File: src/core/bbi_pkg.sv
// package: constants, encodings and carriers for the bounds branch init control
package bbi_pkg;
    localparam int CFG_W = 64;
    localparam int CFG_EN_BIT = 0;
    localparam int CFG_PRESERVE_BIT = 1;
    localparam int CFG_RSVD_LO = 2;
    localparam int CFG_RSVD_HI = 11;
    localparam int LA_BITS_DEF = 48;
    localparam logic [15:0] SMM_SAVE_OFFSET = 16'h7ed0;
    localparam logic [7:0] OP_PREFIX = 8'hf2;
    localparam logic [7:0] OP_CALL_REL = 8'he8;
    localparam logic [7:0] OP_GRP5 = 8'hff;
    localparam logic [2:0] GRP5_CALL_REG = 3'h2;
    localparam logic [2:0] GRP5_JMP_REG = 3'h4;
    localparam logic [7:0] OP_RET_IMM = 8'hc2;
    localparam logic [7:0] OP_RET = 8'hc3;
    localparam logic [7:0] OP_JMP_REL = 8'he9;
    localparam logic [7:0] OP_JMP_SHORT = 8'heb;
    localparam logic [3:0] OP_JCC_SHORT_HI = 4'h7;
    localparam logic [7:0] OP_ESCAPE = 8'h0f;
    localparam logic [3:0] OP_JCC_NEAR_HI = 4'h8;
    localparam logic [1:0] PL_USER = 2'h3;
    localparam logic [CFG_W-1:0] CFG_RESET = 64'h0;
    localparam logic [CFG_W-1:0] STATUS_RESET = 64'h0;

    // one retiring instruction as seen by the decoder
    typedef struct packed {
        logic valid;
        logic has_prefix;
        logic [7:0] op0;
        logic [7:0] op1;
        logic [2:0] modrm_reg;
    } bbi_insn_s;

    typedef enum logic [1:0] {
        BBI_RUN = 2'b00,
        BBI_SMM = 2'b01
    } bbi_mode_e;

    typedef struct packed {
        bbi_mode_e mode;
        logic [CFG_W-1:0] sup_cfg;
        logic [CFG_W-1:0] status;
        logic [CFG_W-1:0] smm_save;
        logic smm_save_we;
        logic [CFG_W-1:0] vm_control_structure_guest;
        logic vm_control_structure_guest_we;
        logic bnd_init;
        logic entry_fail;
    } bbi_state_s;
endpackage

File: src/core/bbi_ctrl.sv
// bounds branch init control: branch init decision, range-check status, smm and vm handling
`timescale 1ns/1ps
`default_nettype none

module bbi_ctrl #(
    parameter int LA_BITS = bbi_pkg::LA_BITS_DEF
) (
    input wire logic i_clk_sys,
    input wire logic i_sys_rst,
    input wire bbi_pkg::bbi_insn_s i_insn,
    input wire logic i_range_fault,
    input wire logic [1:0] i_current_privilege_level,
    input wire logic i_ext_state_save_on,
    input wire logic i_bound_regs_state_enable,
    input wire logic i_bound_csr_state_enable,
    input wire logic [bbi_pkg::CFG_W-1:0] i_user_bounds_config,
    input wire logic i_msr_write,
    input wire logic [bbi_pkg::CFG_W-1:0] i_msr_wdata,
    input wire logic i_sys_mgmt_interrupt,
    input wire logic i_resume_from_sys_mgmt,
    input wire logic [bbi_pkg::CFG_W-1:0] i_smm_restore_data,
    input wire logic i_vm_exit,
    input wire logic i_exit_clear_cfg,
    input wire logic i_vm_entry,
    input wire logic i_entry_load_cfg,
    input wire logic [bbi_pkg::CFG_W-1:0] i_vm_control_structure_guest_cfg,
    output logic [bbi_pkg::CFG_W-1:0] o_supervisor_bounds_config,
    output logic [bbi_pkg::CFG_W-1:0] o_bounds_status_reg,
    output logic o_bound_registers_init,
    output logic [bbi_pkg::CFG_W-1:0] o_smm_save_data,
    output logic [15:0] o_smm_save_offset,
    output logic o_smm_save_we,
    output logic [bbi_pkg::CFG_W-1:0] o_vm_control_structure_guest_data,
    output logic o_vm_control_structure_guest_we,
    output logic o_entry_fail_late,
    output logic o_in_sys_mgmt_mode
);
    bbi_pkg::bbi_state_s st;
    bbi_pkg::bbi_state_s next_st;
    logic is_call;
    logic is_ret;
    logic is_jmp;
    logic is_jcc;
    logic affected;
    logic [bbi_pkg::CFG_W-1:0] active_cfg;
    logic bounds_enabled;
    logic [bbi_pkg::CFG_W-1:0] restored;
    logic guest_bad;

    // opcode classes; eb and far forms fall through to no match
    always_comb begin
        is_call = (i_insn.op0 == bbi_pkg::OP_CALL_REL) ||
                  (i_insn.op0 == bbi_pkg::OP_GRP5 &&
                   i_insn.modrm_reg == bbi_pkg::GRP5_CALL_REG);
        is_ret = (i_insn.op0 == bbi_pkg::OP_RET_IMM) ||
                 (i_insn.op0 == bbi_pkg::OP_RET);
        is_jmp = (i_insn.op0 == bbi_pkg::OP_JMP_REL) ||
                 (i_insn.op0 == bbi_pkg::OP_GRP5 &&
                  i_insn.modrm_reg == bbi_pkg::GRP5_JMP_REG);
        is_jcc = (i_insn.op0[7:4] == bbi_pkg::OP_JCC_SHORT_HI) ||
                 (i_insn.op0 == bbi_pkg::OP_ESCAPE &&
                  i_insn.op1[7:4] == bbi_pkg::OP_JCC_NEAR_HI);
        affected = i_insn.valid && (is_call || is_ret || is_jmp || is_jcc);
    end

    // config that matches the privilege level
    always_comb begin
        active_cfg = (i_current_privilege_level == bbi_pkg::PL_USER) ?
                     i_user_bounds_config : st.sup_cfg;
        bounds_enabled = i_ext_state_save_on && i_bound_regs_state_enable &&
                         i_bound_csr_state_enable &&
                         active_cfg[bbi_pkg::CFG_EN_BIT];
    end

    // restore image: reserved bits forced low, base sign-extended from top la bit
    always_comb begin
        restored = i_smm_restore_data;
        restored[bbi_pkg::CFG_RSVD_HI:bbi_pkg::CFG_RSVD_LO] = '0;
        for (int b = LA_BITS; b < bbi_pkg::CFG_W; b++) begin
            restored[b] = i_smm_restore_data[LA_BITS-1];
        end
    end

    // guest value that a ring-0 model_reg_write would reject
    always_comb begin
        guest_bad = (i_vm_control_structure_guest_cfg[bbi_pkg::CFG_RSVD_HI:bbi_pkg::CFG_RSVD_LO] != '0);
        for (int b = LA_BITS; b < bbi_pkg::CFG_W; b++) begin
            if (i_vm_control_structure_guest_cfg[b] != i_vm_control_structure_guest_cfg[LA_BITS-1]) begin
                guest_bad = 1'b1;
            end
        end
    end

    // next state; mode events are mutually exclusive in the core, smi checked first
    always_comb begin
        next_st = st;
        next_st.smm_save_we = 1'b0;
        next_st.vm_control_structure_guest_we = 1'b0;
        next_st.entry_fail = 1'b0;
        // init pulse; the bound register file resets to unrestricted bounds
        next_st.bnd_init = affected && !i_insn.has_prefix &&
                           !active_cfg[bbi_pkg::CFG_PRESERVE_BIT];
        if (i_insn.valid && i_range_fault && bounds_enabled) begin
            next_st.status = '0;
        end
        if (i_msr_write) begin
            next_st.sup_cfg = i_msr_wdata;
        end
        unique case (st.mode)
            bbi_pkg::BBI_RUN: begin
                if (i_sys_mgmt_interrupt) begin
                    next_st.smm_save = st.sup_cfg;
                    next_st.smm_save_we = 1'b1;
                    next_st.sup_cfg = '0;
                    next_st.mode = bbi_pkg::BBI_SMM;
                end else if (i_vm_exit) begin
                    next_st.vm_control_structure_guest = st.sup_cfg;
                    next_st.vm_control_structure_guest_we = 1'b1;
                    // a software write in the same cycle loses to the exit
                    next_st.sup_cfg = st.sup_cfg;
                    if (i_exit_clear_cfg) begin
                        next_st.sup_cfg = '0;
                    end
                end else if (i_vm_entry && i_entry_load_cfg) begin
                    if (guest_bad) begin
                        next_st.entry_fail = 1'b1;
                        next_st.sup_cfg = st.sup_cfg; // failed entry keeps config
                    end else begin
                        next_st.sup_cfg = i_vm_control_structure_guest_cfg;
                    end
                end
            end
            bbi_pkg::BBI_SMM: begin
                if (i_resume_from_sys_mgmt) begin
                    next_st.sup_cfg = restored;
                    next_st.mode = bbi_pkg::BBI_RUN;
                end
            end
            default: begin
                next_st.mode = bbi_pkg::BBI_RUN;
            end
        endcase
    end

    // single state register
    always_ff @(posedge i_clk_sys or posedge i_sys_rst) begin
        if (i_sys_rst) begin
            st <= '{mode: bbi_pkg::BBI_RUN, sup_cfg: bbi_pkg::CFG_RESET,
                    status: bbi_pkg::STATUS_RESET, smm_save: '0, smm_save_we: 1'b0,
                    vm_control_structure_guest: '0, vm_control_structure_guest_we: 1'b0, bnd_init: 1'b0,
                    entry_fail: 1'b0};
        end else begin
            st <= next_st;
        end
    end

    assign o_supervisor_bounds_config = st.sup_cfg;
    assign o_bounds_status_reg = st.status;
    assign o_bound_registers_init = st.bnd_init;
    assign o_smm_save_data = st.smm_save;
    assign o_smm_save_offset = bbi_pkg::SMM_SAVE_OFFSET;
    assign o_smm_save_we = st.smm_save_we;
    assign o_vm_control_structure_guest_data = st.vm_control_structure_guest;
    assign o_vm_control_structure_guest_we = st.vm_control_structure_guest_we;
    assign o_entry_fail_late = st.entry_fail;
    assign o_in_sys_mgmt_mode = (st.mode == bbi_pkg::BBI_SMM);

    // checks on the branch decision; every answer is one cycle after the request
    // because the init pulse is registered, so branch checks use |=> or look back with $past

    // the prefix always wins over the preserve bit
    prefixed_keeps_a: assert property (@(posedge i_clk_sys) disable iff (i_sys_rst)
        (i_insn.valid && i_insn.has_prefix) |=> !o_bound_registers_init)
        else $error("prefixed branch initialised bounds");

    // short relative jump is outside the affected set, prefix or not
    short_jmp_keeps_a: assert property (@(posedge i_clk_sys) disable iff (i_sys_rst)
        (i_insn.op0 == bbi_pkg::OP_JMP_SHORT) |=> !o_bound_registers_init)
        else $error("short jump initialised bounds");

    // far forms and every other opcode fall outside the decode
    other_keeps_a: assert property (@(posedge i_clk_sys) disable iff (i_sys_rst)
        !affected |=> !o_bound_registers_init)
        else $error("unaffected opcode initialised bounds");

    // legacy code path: no prefix and preserve clear means a full init
    unprefixed_init_a: assert property (@(posedge i_clk_sys) disable iff (i_sys_rst)
        (affected && !i_insn.has_prefix && !active_cfg[bbi_pkg::CFG_PRESERVE_BIT])
        |=> o_bound_registers_init)
        else $error("unprefixed branch missed init");

    // preserve set keeps the bounds whatever the form
    preserve_keeps_a: assert property (@(posedge i_clk_sys) disable iff (i_sys_rst)
        active_cfg[bbi_pkg::CFG_PRESERVE_BIT] |=> !o_bound_registers_init)
        else $error("preserve set but bounds initialised");

    // the pulse may only follow a cycle whose active preserve bit was low
    preserve_bit_a: assert property (@(posedge i_clk_sys) disable iff (i_sys_rst)
        o_bound_registers_init |-> !$past(active_cfg[bbi_pkg::CFG_PRESERVE_BIT]))
        else $error("init despite preserve bit");

    // each pulse is backed by one retiring unprefixed affected branch
    init_source_a: assert property (@(posedge i_clk_sys) disable iff (i_sys_rst)
        o_bound_registers_init |-> $past(affected && !i_insn.has_prefix))
        else $error("init pulse without a branch");

    // relative call and both return opcodes, unprefixed, preserve clear
    call_ret_init_a: assert property (@(posedge i_clk_sys) disable iff (i_sys_rst)
        (i_insn.valid && !i_insn.has_prefix && !active_cfg[bbi_pkg::CFG_PRESERVE_BIT] &&
         (i_insn.op0 == bbi_pkg::OP_CALL_REL || i_insn.op0 == bbi_pkg::OP_RET ||
          i_insn.op0 == bbi_pkg::OP_RET_IMM))
        |=> o_bound_registers_init)
        else $error("call or return missed init");

    // two-byte conditional jumps need the escape byte and the 8x second byte
    jcc_near_init_a: assert property (@(posedge i_clk_sys) disable iff (i_sys_rst)
        (i_insn.valid && !i_insn.has_prefix && !active_cfg[bbi_pkg::CFG_PRESERVE_BIT] &&
         i_insn.op0 == bbi_pkg::OP_ESCAPE && i_insn.op1[7:4] == bbi_pkg::OP_JCC_NEAR_HI)
        |=> o_bound_registers_init)
        else $error("near conditional jump missed init");

    // checks on the range-check status path

    fault_zero_a: assert property (@(posedge i_clk_sys) disable iff (i_sys_rst)
        (i_insn.valid && i_range_fault && bounds_enabled) |=> (o_bounds_status_reg == '0))
        else $error("enabled fault left status nonzero");

    status_hold_a: assert property (@(posedge i_clk_sys) disable iff (i_sys_rst)
        !(i_insn.valid && i_range_fault && bounds_enabled) |=> $stable(o_bounds_status_reg))
        else $error("status changed without enabled fault");

    // without extended state saving the fault must not touch status
    enable_gate_a: assert property (@(posedge i_clk_sys) disable iff (i_sys_rst)
        (i_range_fault && !i_ext_state_save_on) |=> $stable(o_bounds_status_reg))
        else $error("status written while disabled");

    // checks on system-management entry and resume

    smi_save_a: assert property (@(posedge i_clk_sys) disable iff (i_sys_rst)
        (!o_in_sys_mgmt_mode && i_sys_mgmt_interrupt) |=>
        (o_smm_save_we && o_smm_save_data == $past(o_supervisor_bounds_config) &&
         o_supervisor_bounds_config == '0))
        else $error("smi save or clear wrong");

    // the save slot never moves
    save_offset_a: assert property (@(posedge i_clk_sys) disable iff (i_sys_rst)
        o_smm_save_we |-> (o_smm_save_offset == bbi_pkg::SMM_SAVE_OFFSET))
        else $error("save offset wrong");

    // the save strobe is a single-cycle pulse
    save_pulse_a: assert property (@(posedge i_clk_sys) disable iff (i_sys_rst)
        o_smm_save_we |=> !o_smm_save_we)
        else $error("save strobe held");

    // inside the handler resume is the only mode event that acts; vm events are dropped, msr writes still land
    smm_ignore_a: assert property (@(posedge i_clk_sys) disable iff (i_sys_rst)
        (o_in_sys_mgmt_mode && !i_resume_from_sys_mgmt) |=>
        (o_in_sys_mgmt_mode && !o_vm_control_structure_guest_we && !o_entry_fail_late))
        else $error("event acted inside sys-mgmt mode");

    rsm_rsvd_a: assert property (@(posedge i_clk_sys) disable iff (i_sys_rst)
        (o_in_sys_mgmt_mode && i_resume_from_sys_mgmt) |=>
        (o_supervisor_bounds_config[bbi_pkg::CFG_RSVD_HI:bbi_pkg::CFG_RSVD_LO] == '0))
        else $error("resume left reserved bits set");

    // whatever the save area held, the reloaded base is canonical
    rsm_canon_a: assert property (@(posedge i_clk_sys) disable iff (i_sys_rst)
        (o_in_sys_mgmt_mode && i_resume_from_sys_mgmt) |=>
        (o_supervisor_bounds_config[bbi_pkg::CFG_W-1:LA_BITS] ==
         {(bbi_pkg::CFG_W-LA_BITS){o_supervisor_bounds_config[LA_BITS-1]}}))
        else $error("resume left base non-canonical");

    // checks on virtual-machine exit and entry

    vm_exit_save_a: assert property (@(posedge i_clk_sys) disable iff (i_sys_rst)
        (!o_in_sys_mgmt_mode && !i_sys_mgmt_interrupt && i_vm_exit) |=>
        (o_vm_control_structure_guest_we && o_vm_control_structure_guest_data == $past(o_supervisor_bounds_config)))
        else $error("vm exit did not save config");

    exit_clear_a: assert property (@(posedge i_clk_sys) disable iff (i_sys_rst)
        (!o_in_sys_mgmt_mode && !i_sys_mgmt_interrupt && i_vm_exit && i_exit_clear_cfg)
        |=> (o_supervisor_bounds_config == '0))
        else $error("exit did not clear config");

    // exit has priority, so a same-cycle entry is not looked at here
    entry_load_a: assert property (@(posedge i_clk_sys) disable iff (i_sys_rst)
        (!o_in_sys_mgmt_mode && !i_sys_mgmt_interrupt && !i_vm_exit && i_vm_entry &&
         i_entry_load_cfg && !guest_bad)
        |=> (o_supervisor_bounds_config == $past(i_vm_control_structure_guest_cfg)))
        else $error("entry did not load config");

    entry_bad_a: assert property (@(posedge i_clk_sys) disable iff (i_sys_rst)
        (!o_in_sys_mgmt_mode && !i_sys_mgmt_interrupt && !i_vm_exit && i_vm_entry &&
         i_entry_load_cfg && guest_bad)
        |=> o_entry_fail_late)
        else $error("bad guest value not refused");

    entry_fail_a: assert property (@(posedge i_clk_sys) disable iff (i_sys_rst)
        o_entry_fail_late |-> $stable(o_supervisor_bounds_config))
        else $error("failed entry changed config");

    // scenarios worth seeing at least once
    cov_init_c: cover property (@(posedge i_clk_sys) disable iff (i_sys_rst)
        o_bound_registers_init);
    cov_smm_c: cover property (@(posedge i_clk_sys) disable iff (i_sys_rst)
        o_smm_save_we ##[1:20] !o_in_sys_mgmt_mode);
    cov_exit_c: cover property (@(posedge i_clk_sys) disable iff (i_sys_rst)
        o_vm_control_structure_guest_we);
    cov_fail_c: cover property (@(posedge i_clk_sys) disable iff (i_sys_rst)
        o_entry_fail_late);
endmodule

`default_nettype wire

File: config.mk
export PLATFORM = sky130hd
export DESIGN_NAME = bbi_ctrl
export DESIGN_NICKNAME = d
export VERILOG_FILES = /design/src/core/bbi_pkg.sv /design/src/core/bbi_ctrl.sv
export SDC_FILE = /design/constraint.sdc
export NUM_CORES = 1
export LEC_CHECK = 0
export BUFFER_PORTS_ARGS = -buffer_cell sky130_fd_sc_hd__buf_2
export CAP_MARGIN = 10
export CORE_AREA = 2 2 224 226
export CTS_BUF_LIST = sky130_fd_sc_hd__clkbuf_2
export CTS_CLUSTER_DIAMETER = 80
export DETAILED_ROUTE_END_ITERATION = 10
export DIE_AREA = 0 0 226 228
export PLACE_DENSITY_LB_ADDON = 0.3
export RECOVER_POWER = 50
export SLEW_MARGIN = 5
export SYNTH_ARGS = -nofsm -noshare
export SYNTH_HDL_FRONTEND = slang
export SYNTH_SLANG_ARGS = --single-unit
File: constraint.sdc
create_clock -name i_clk_sys -period 13.5 [get_ports i_clk_sys]
set_input_delay 0.675 -clock i_clk_sys [delete_from_list [all_inputs] [get_ports i_clk_sys]]
set_output_delay 0.675 -clock i_clk_sys [all_outputs]
set_load 0.02 [all_outputs]
==> impl_metrics.yaml, run 1 <==
timing:
  fin_crit_sh: 0.459
  maxSlewViolCount: 324
  fin_tns_setup_ns: 0
  setup_violations: 0
  relSlewSlack: -1.94
  whs_ns: 0.202
  report.final.hold_viol_count: 0
  rsz0062_at_grt: "false"
  worst_pin_slew_ns: 4.41
  fin_skew_ns: 0.0369
  fmax_ghz: 0.161
  finalCriticalPeriod_ns: 6.20
setup_path:
  path_cells: "clkbuf_1 > nor3b_1 > clkbuf_1 > clkbuf_1 > mux2_1"
  critPathRequiredTime_ns: 14.44
  path_common_cell: "clkbuf_1"
  critical-path-max-stage-delay_ns: 1.89
  cp_max_fo: 43
  cp-start-kind: "flop"
  crit_type: "flop to flop"
  cp_slowest_cell: "clkbuf_1"
  worstPathArrival_ns: 7.14
  cp-end-kind: "flop"
die:
  initial_core_util: 0.246
  dieArea_um2: 51500
  io-pin-count: 569
  fp.dieH_um: 228
  die_w_um: 226
  rows: 82
  core_area_um2: 49300
grt:
  grt_util_all_layers: 0.156
  grt_util_met3: 0.0412
  use_met1: 0.198
  grtUsageMet2: 0.254
  overflow: 0
  busiest_layer: "met2"
  antenna_found_initial: 8
  grt_pass1_wl_mm: 59.7
  grt_max_degree: 96
  grt_pass1_vias: 9602
clock_network:
  htree_levels: 4
  holdBufCountCts: 142
  clockBufferDepth: 2
  cts_tree: "yes"
  cts_resized: 0
  cts_buffers: 17
  clk_pin_slew_ns: 0.27
  clkLatencyLatePin_ns: 1.03
  cts_setup_buffers: 0
  cts.sinks: 197
  root_buffer: "clkbuf_2"
layout:
  design_area_um2: 14500
  layout_common_cells: "buf_2 (322), nand2_1 (224), dfrtp_1 (196)"
  nNetsFinal: 1832
  area_growth_pct: 19.4
  post-route-util: 0.294
  layout_commonest_cell: "buf_2"
  drive_above_1_share: 0.284
detailed_routing:
  drtIter0Drc: 346
  wl_mm: 40.1
  first_pass_iters: 4
  wire_per_inst_um: 18.0
  ant_nets: 0
  via_per_inst: 4.27
  via_count: 9520
  drc: 0
pwr:
  netSwitchingFraction: 0.420
  p_per_area_nw_per_um2: 128
  pwr-share-comb: 0.393
  ir_drop_v: 0.0000625
  p_seq_frac: 0.448
  leakagePower_nw: 7.43
  p_sw_w: 0.000779
  power_frac_clock: 0.159
  power_w: 0.00185
  p_int_w: 0.00107
synthesis:
  yosys_warnings: 0
  ys_seq_elements: 197
  synth_cells: 1239
  syn_avg_cell_area_um2: 9.80
  yosysUniqueCellTypes: 38
  ys_dominant_reg_cell: "dfrtp_1"
  ys_async_sr_fraction: 1.00
  syn_area_um2: 12100
  synth_seq_area_share: 0.406
  synth-edff-count: 0
hold_path:
  min_path_type: "input pin to flop"
outcome:
  violations: "max-capacitance violations, max-slew violations"
  status: "complete, but fails checks"
placement:
  placed_area_um2: 13000
  portBuffers: 391
  dpl.hpwl_mm: 26.4
  gp_congestion: 0.754
job:
  drv_cap: 6
[metrics by stage]
stage               worst slack, ns  instances
detailed placement            10.10       2051
global route                   6.29       2227
floorplan                      7.46       1317
CTS                           10.09       2224
finish                         7.30       2230
global placement              10.11       2051
[cell usage after synthesis, types with 3 or more instances]
cell type / number / area share
mux2_1: 101 / 0.094
o22ai_1: 48 / 0.025
buf_4: 272 / 0.17
dfrtp_1: 197 / 0.41
nor2_1: 74 / 0.023
mux2_4: 64 / 0.079
buf_1: 10 / 0.0031
mux2i_1: 29 / 0.024
o21ai_0: 84 / 0.035
nand2b_1: 3 / 0.0015
o211ai_1: 34 / 0.021
or4_1: 3 / 0.0019
buf_12: 6 / 0.0099
clkbuf_1: 55 / 0.017
nand2_1: 225 / 0.070
nand4_1: 4 / 0.0021
[area by class of cell]
cell class                      instances  area, um^2
Timing Repair Buffer                  547        3380
Sequential cell                       197        4930
Antenna cell                            6        15.0
Tap cell                              672         841
Clock inverter                         12         105
Clock buffer                           19        95.1
Multi-Input combinational cell        773        5100
Fill cell                            5258       34900
Inverter                                4        17.5
[path summary, 6_finish.rpt]
check                      slack [ns]                                    end                    from  cells after the start
max                              7.30  o_vm_control_structure_guest_data[15]                 st[260]                      5
max in group asynchronous        7.45                                st[260]               i_sys_rst                      5
min in group asynchronous        1.44         o_supervisor_bounds_config[30]               i_sys_rst                      3
min                              0.20         o_supervisor_bounds_config[30]  i_smm_restore_data[30]                      4
max reg2reg                      7.30  o_vm_control_structure_guest_data[15]                 st[260]                      5
min reg2reg                      0.51                    o_smm_save_data[34]     o_smm_save_data[34]                      2
[cells by family (layout without fill, tap and decap cells)]
group	Yosys count	after routing	synth area share
AOI/OAI and AO/OA	171	171	0.0860
xor gates and xnor gates	1	1	0.000722
buffers and inverters	347	582	0.199
DFF	197	197	0.406
muxes	195	195	0.198
other	2	86	0.000619
and+or+nand+nor	326	326	0.109
[sequential cells by signal (all words and copies together), names as in the netlist]
signal and flops:
o_smm_save_data 64, o_supervisor_bounds_config 64, o_vm_control_structure_guest_data 64, o_bound_registers_init 1, o_entry_fail_late 1, o_smm_save_we 1, o_vm_control_structure_guest_we 1, st 1
[critical path, delay by kind of cell, from the launching register on]
family                 cells  cell delay (ns)
multiplexers               1             0.41
buffers and inverters      3             4.69
AND/OR/NAND/NOR            1             0.51
flip-flops                 1             0.46
[power by group through the flow]
stage	combinational (W)	clock, W	sequential (W)
floorplan	0.000665	0	0.000804
global placement	0.000688	0	0.000836
detailed placement	0.000693	0	0.000842
CTS	0.000749	0.000319	0.000831
global route	0.000787	0.000337	0.000853
finish	0.000728	0.000295	0.000831
[routing by layer]
metal	wire length (um)	vias to the layer above
li1	-	4452
met1	17900	4657
met2	18500	363
met3	2640	40
met4	911	8
met5	51	-
Note: power is estimated with default switching activity, not from simulation.
==> inputs of run 2 (changes only) <==
--- a/config.mk
+++ b/config.mk
@@ -5,13 +5,14 @@
 export SDC_FILE = /design/constraint.sdc
 export NUM_CORES = 1
 export LEC_CHECK = 0
+export ABC_AREA = 1
 export BUFFER_PORTS_ARGS = -buffer_cell sky130_fd_sc_hd__buf_2
 export CAP_MARGIN = 10
-export CORE_AREA = 2 2 224 226
+export CORE_AREA = 2 2 219 221
 export CTS_BUF_LIST = sky130_fd_sc_hd__clkbuf_2
 export CTS_CLUSTER_DIAMETER = 80
 export DETAILED_ROUTE_END_ITERATION = 10
-export DIE_AREA = 0 0 226 228
+export DIE_AREA = 0 0 221 223
 export PLACE_DENSITY_LB_ADDON = 0.3
 export RECOVER_POWER = 50
 export SLEW_MARGIN = 5
==> constraint.sdc (replaced) <==
create_clock -name i_clk_sys -period 6.2 [get_ports i_clk_sys]
set_input_delay 0.31 -clock i_clk_sys [delete_from_list [all_inputs] [get_ports i_clk_sys]]
set_output_delay 0.31 -clock i_clk_sys [all_outputs]
set_load 0.02 [all_outputs]
==> run 2 against run 1 <==
The run still ends with max-capacitance violations, max-slew violations left. Die area fell by 4.4%. Power up 110%. Synthesized area is 1.5% higher. Final area rose by 4.6%. Clock power increased to 2.5 times the previous value. Final cell count up 15%. Via count is 21% higher. Wire length grew 8.0%. Critical path type unchanged. Highest routed layer unchanged.
==> impl_metrics.yaml, run 2 <==
outcome:
  status: "complete, but fails checks"
  violations: "max-capacitance violations, max-slew violations"
clock_network:
  clk_pin_slew_ns: 0.31
  clkLatencyLatePin_ns: 1.09
  cts_buffers: 17
  cts.sinks: 197
  cts_resized: 0
  htree_levels: 4
  holdBufCountCts: 219
  cts_setup_buffers: 0
  cts_tree: "yes"
  root_buffer: "clkbuf_2"
  clockBufferDepth: 2
synthesis:
  yosys_warnings: 0
  yosysUniqueCellTypes: 36
  synth.largest_area_cell: "dfrtp_1"
  ys_dominant_reg_cell: "dfrtp_1"
  synth_seq_area_share: 0.400
  synth-edff-count: 0
  syn_avg_cell_area_um2: 7.89
  synth_area_leaders: "dfrtp_1 (40%), buf_4 (17%), nand2_1 (11%), o21ai_0 (10%), mux2i_1 (3.0%)"
  ys_async_sr_fraction: 1.00
  ys_seq_elements: 197
  syn_area_um2: 12300
  synthTopCellsByCount: "nand2_1 (365), buf_4 (276), o21ai_0 (247)"
  yosysMostFrequentCell: "nand2_1"
  synth_top_area_frac: 0.400
  synth_cells: 1562
pwr:
  p_per_area_nw_per_um2: 256
  leakagePower_nw: 7.27
  power_w: 0.00388
  ir_drop_v: 0.000164
timing:
  setup_violations: 0
  worst_pin_slew_ns: 3.07
  fin_skew_ns: 0.0502
  fmax_ghz: 0.233
  maxSlewViolCount: 193
  finalCriticalPeriod_ns: 4.29
  fin_tns_setup_ns: 0
  relSlewSlack: -1.04
  fin_crit_sh: 0.691
  report.final.hold_viol_count: 0
  rsz0062_at_grt: "false"
  fin_ws_ns: 1.91
detailed_routing:
  wl_mm: 43.3
  ant_nets: 0
  wire_per_inst_um: 16.9
  drtIter0Drc: 840
  via_per_inst: 4.52
  first_pass_iters: 7
  via_count: 11600
  drc: 0
setup_path:
  worstPathArrival_ns: 5.32
  critPathRequiredTime_ns: 7.24
  r2r.worst_path.cells: 10
  cp_max_fo: 40
  cp-start-kind: "flop"
  cp-end-kind: "flop"
  crit_type: "flop to flop"
placement:
  pre_cts_slack_ns: 2.45
  gp_congestion: 0.833
  portBuffers: 391
  dpl.hpwl_mm: 27.6
grt:
  antenna_found_initial: 9
  grt_pass1_vias: 11300
  grt_pass1_wl_mm: 65.6
  grt_max_degree: 134
  overflow: 0
  grt_util_all_layers: 0.172
layout:
  nNetsFinal: 2207
  layout_commonest_cell: "nand2_1"
  area_growth_pct: 23.0
  drive_above_1_share: 0.180
  layout_common_cells: "nand2_1 (365), buf_2 (257), o21ai_0 (247)"
die:
  dieArea_um2: 49300
  die_w_um: 221
  initial_core_util: 0.261
  fp.dieH_um: 223
  core_area_um2: 47100
  io-pin-count: 569
  rows: 80
hold_path:
  hold-path-cell-count: 6
  min_path_type: "input pin to flop"
job:
  drv_cap: 2
==> run 2: cell count changes in the layout (fill, tap and decap cells not counted), moves of 64 or more <==
cell	change
o21ai_0	+163
nand2_1	+141
mux2_1	-101
inv_1	+84
dlygate4sd3_1	+77
buf_2	-65
mux2_4	-64
==> run 2: path summary, 6_finish.rpt <==
check / startpoint / to / slack (ns)
min reg2reg: st[260] / o_smm_save_we / 0.51
max: st[260] / o_supervisor_bounds_config[9] / 1.91
max in group asynchronous: i_sys_rst / o_vm_control_structure_guest_data[28] / 2.70
min in group asynchronous: i_sys_rst / o_vm_control_structure_guest_data[48] / 1.21
max reg2reg: st[260] / o_supervisor_bounds_config[9] / 1.91
min: i_vm_control_structure_guest_cfg[29] / o_supervisor_bounds_config[29] / 0.20
==> run 2: routing by layer <==
layer | part of all wire | wire, um | vias up | global-route usage
met3 | 0.061 | 2630 | 80 | 0.0381
met4 | 0.031 | 1360 | 4 | 0.0758
met5 | 0.00065 | 28 | - | 0
li1 | - | - | 5426 | -
met2 | 0.46 | 20000 | 474 | 0.272
met1 | 0.45 | 19300 | 5569 | 0.226
==> run 2: kinds of logic after synthesis <==
group | count (synthesis) | share of synthesized area
mux | 37 | 0.0301
buf+inv | 455 | 0.237
simple gates | 528 | 0.187
flops | 197 | 0.400
compound gates | 343 | 0.146
other cells | 2 | 0.000610
==> run 2: power breakdown <==
group | internal, W | total [W] | switching [W]
registers | 0.00153 | 0.00169 | 0.000162
clock network | 0.000231 | 0.000746 | 0.000515
logic | 0.000509 | 0.00145 | 0.000937
total | 0.00226 | 0.00388 | 0.00161
==> run 2: metrics by stage <==
| stage | util | hold slack [ns] | instance area (um^2) | cells |
|---|---|---|---|---|
| after floorplan | - | 0.446 | 12600 | 1640 |
| after global placement | 0.273 | 0.462 | 12900 | 2292 |
| after detailed placement | 0.273 | 0.468 | 12900 | 2292 |
| after CTS | 0.324 | 0.0111 | 15300 | 2543 |
| after global routing | 0.321 | 0.161 | 15100 | 2550 |
| final | 0.321 | 0.204 | 15200 | 2554 |
==> run 2: critical path, stage by stage, from the launching register on <==
cell and delay, ns:
dfrtp_1 0.47, inv_2 0.79, nand3_2 0.32, nor2_4 0.55, a21oi_1 0.12, dlygate4sd3_1 0.59, a21oi_1 0.12, dlygate4sd3_1 0.58
nand3_2 0.07, dlygate4sd3_1 0.59, nand2_1 0.07
==> run 2: area by class of cell <==
cell class	count	area, um^2
clock inverters	12	153
fillers	5125	32000
flip-flops and latches	197	4930
diodes	11	27.5
multi-input cells	988	4760
repair buffers	620	4060
inverters	91	349
clock buffers	20	100
well taps	615	769
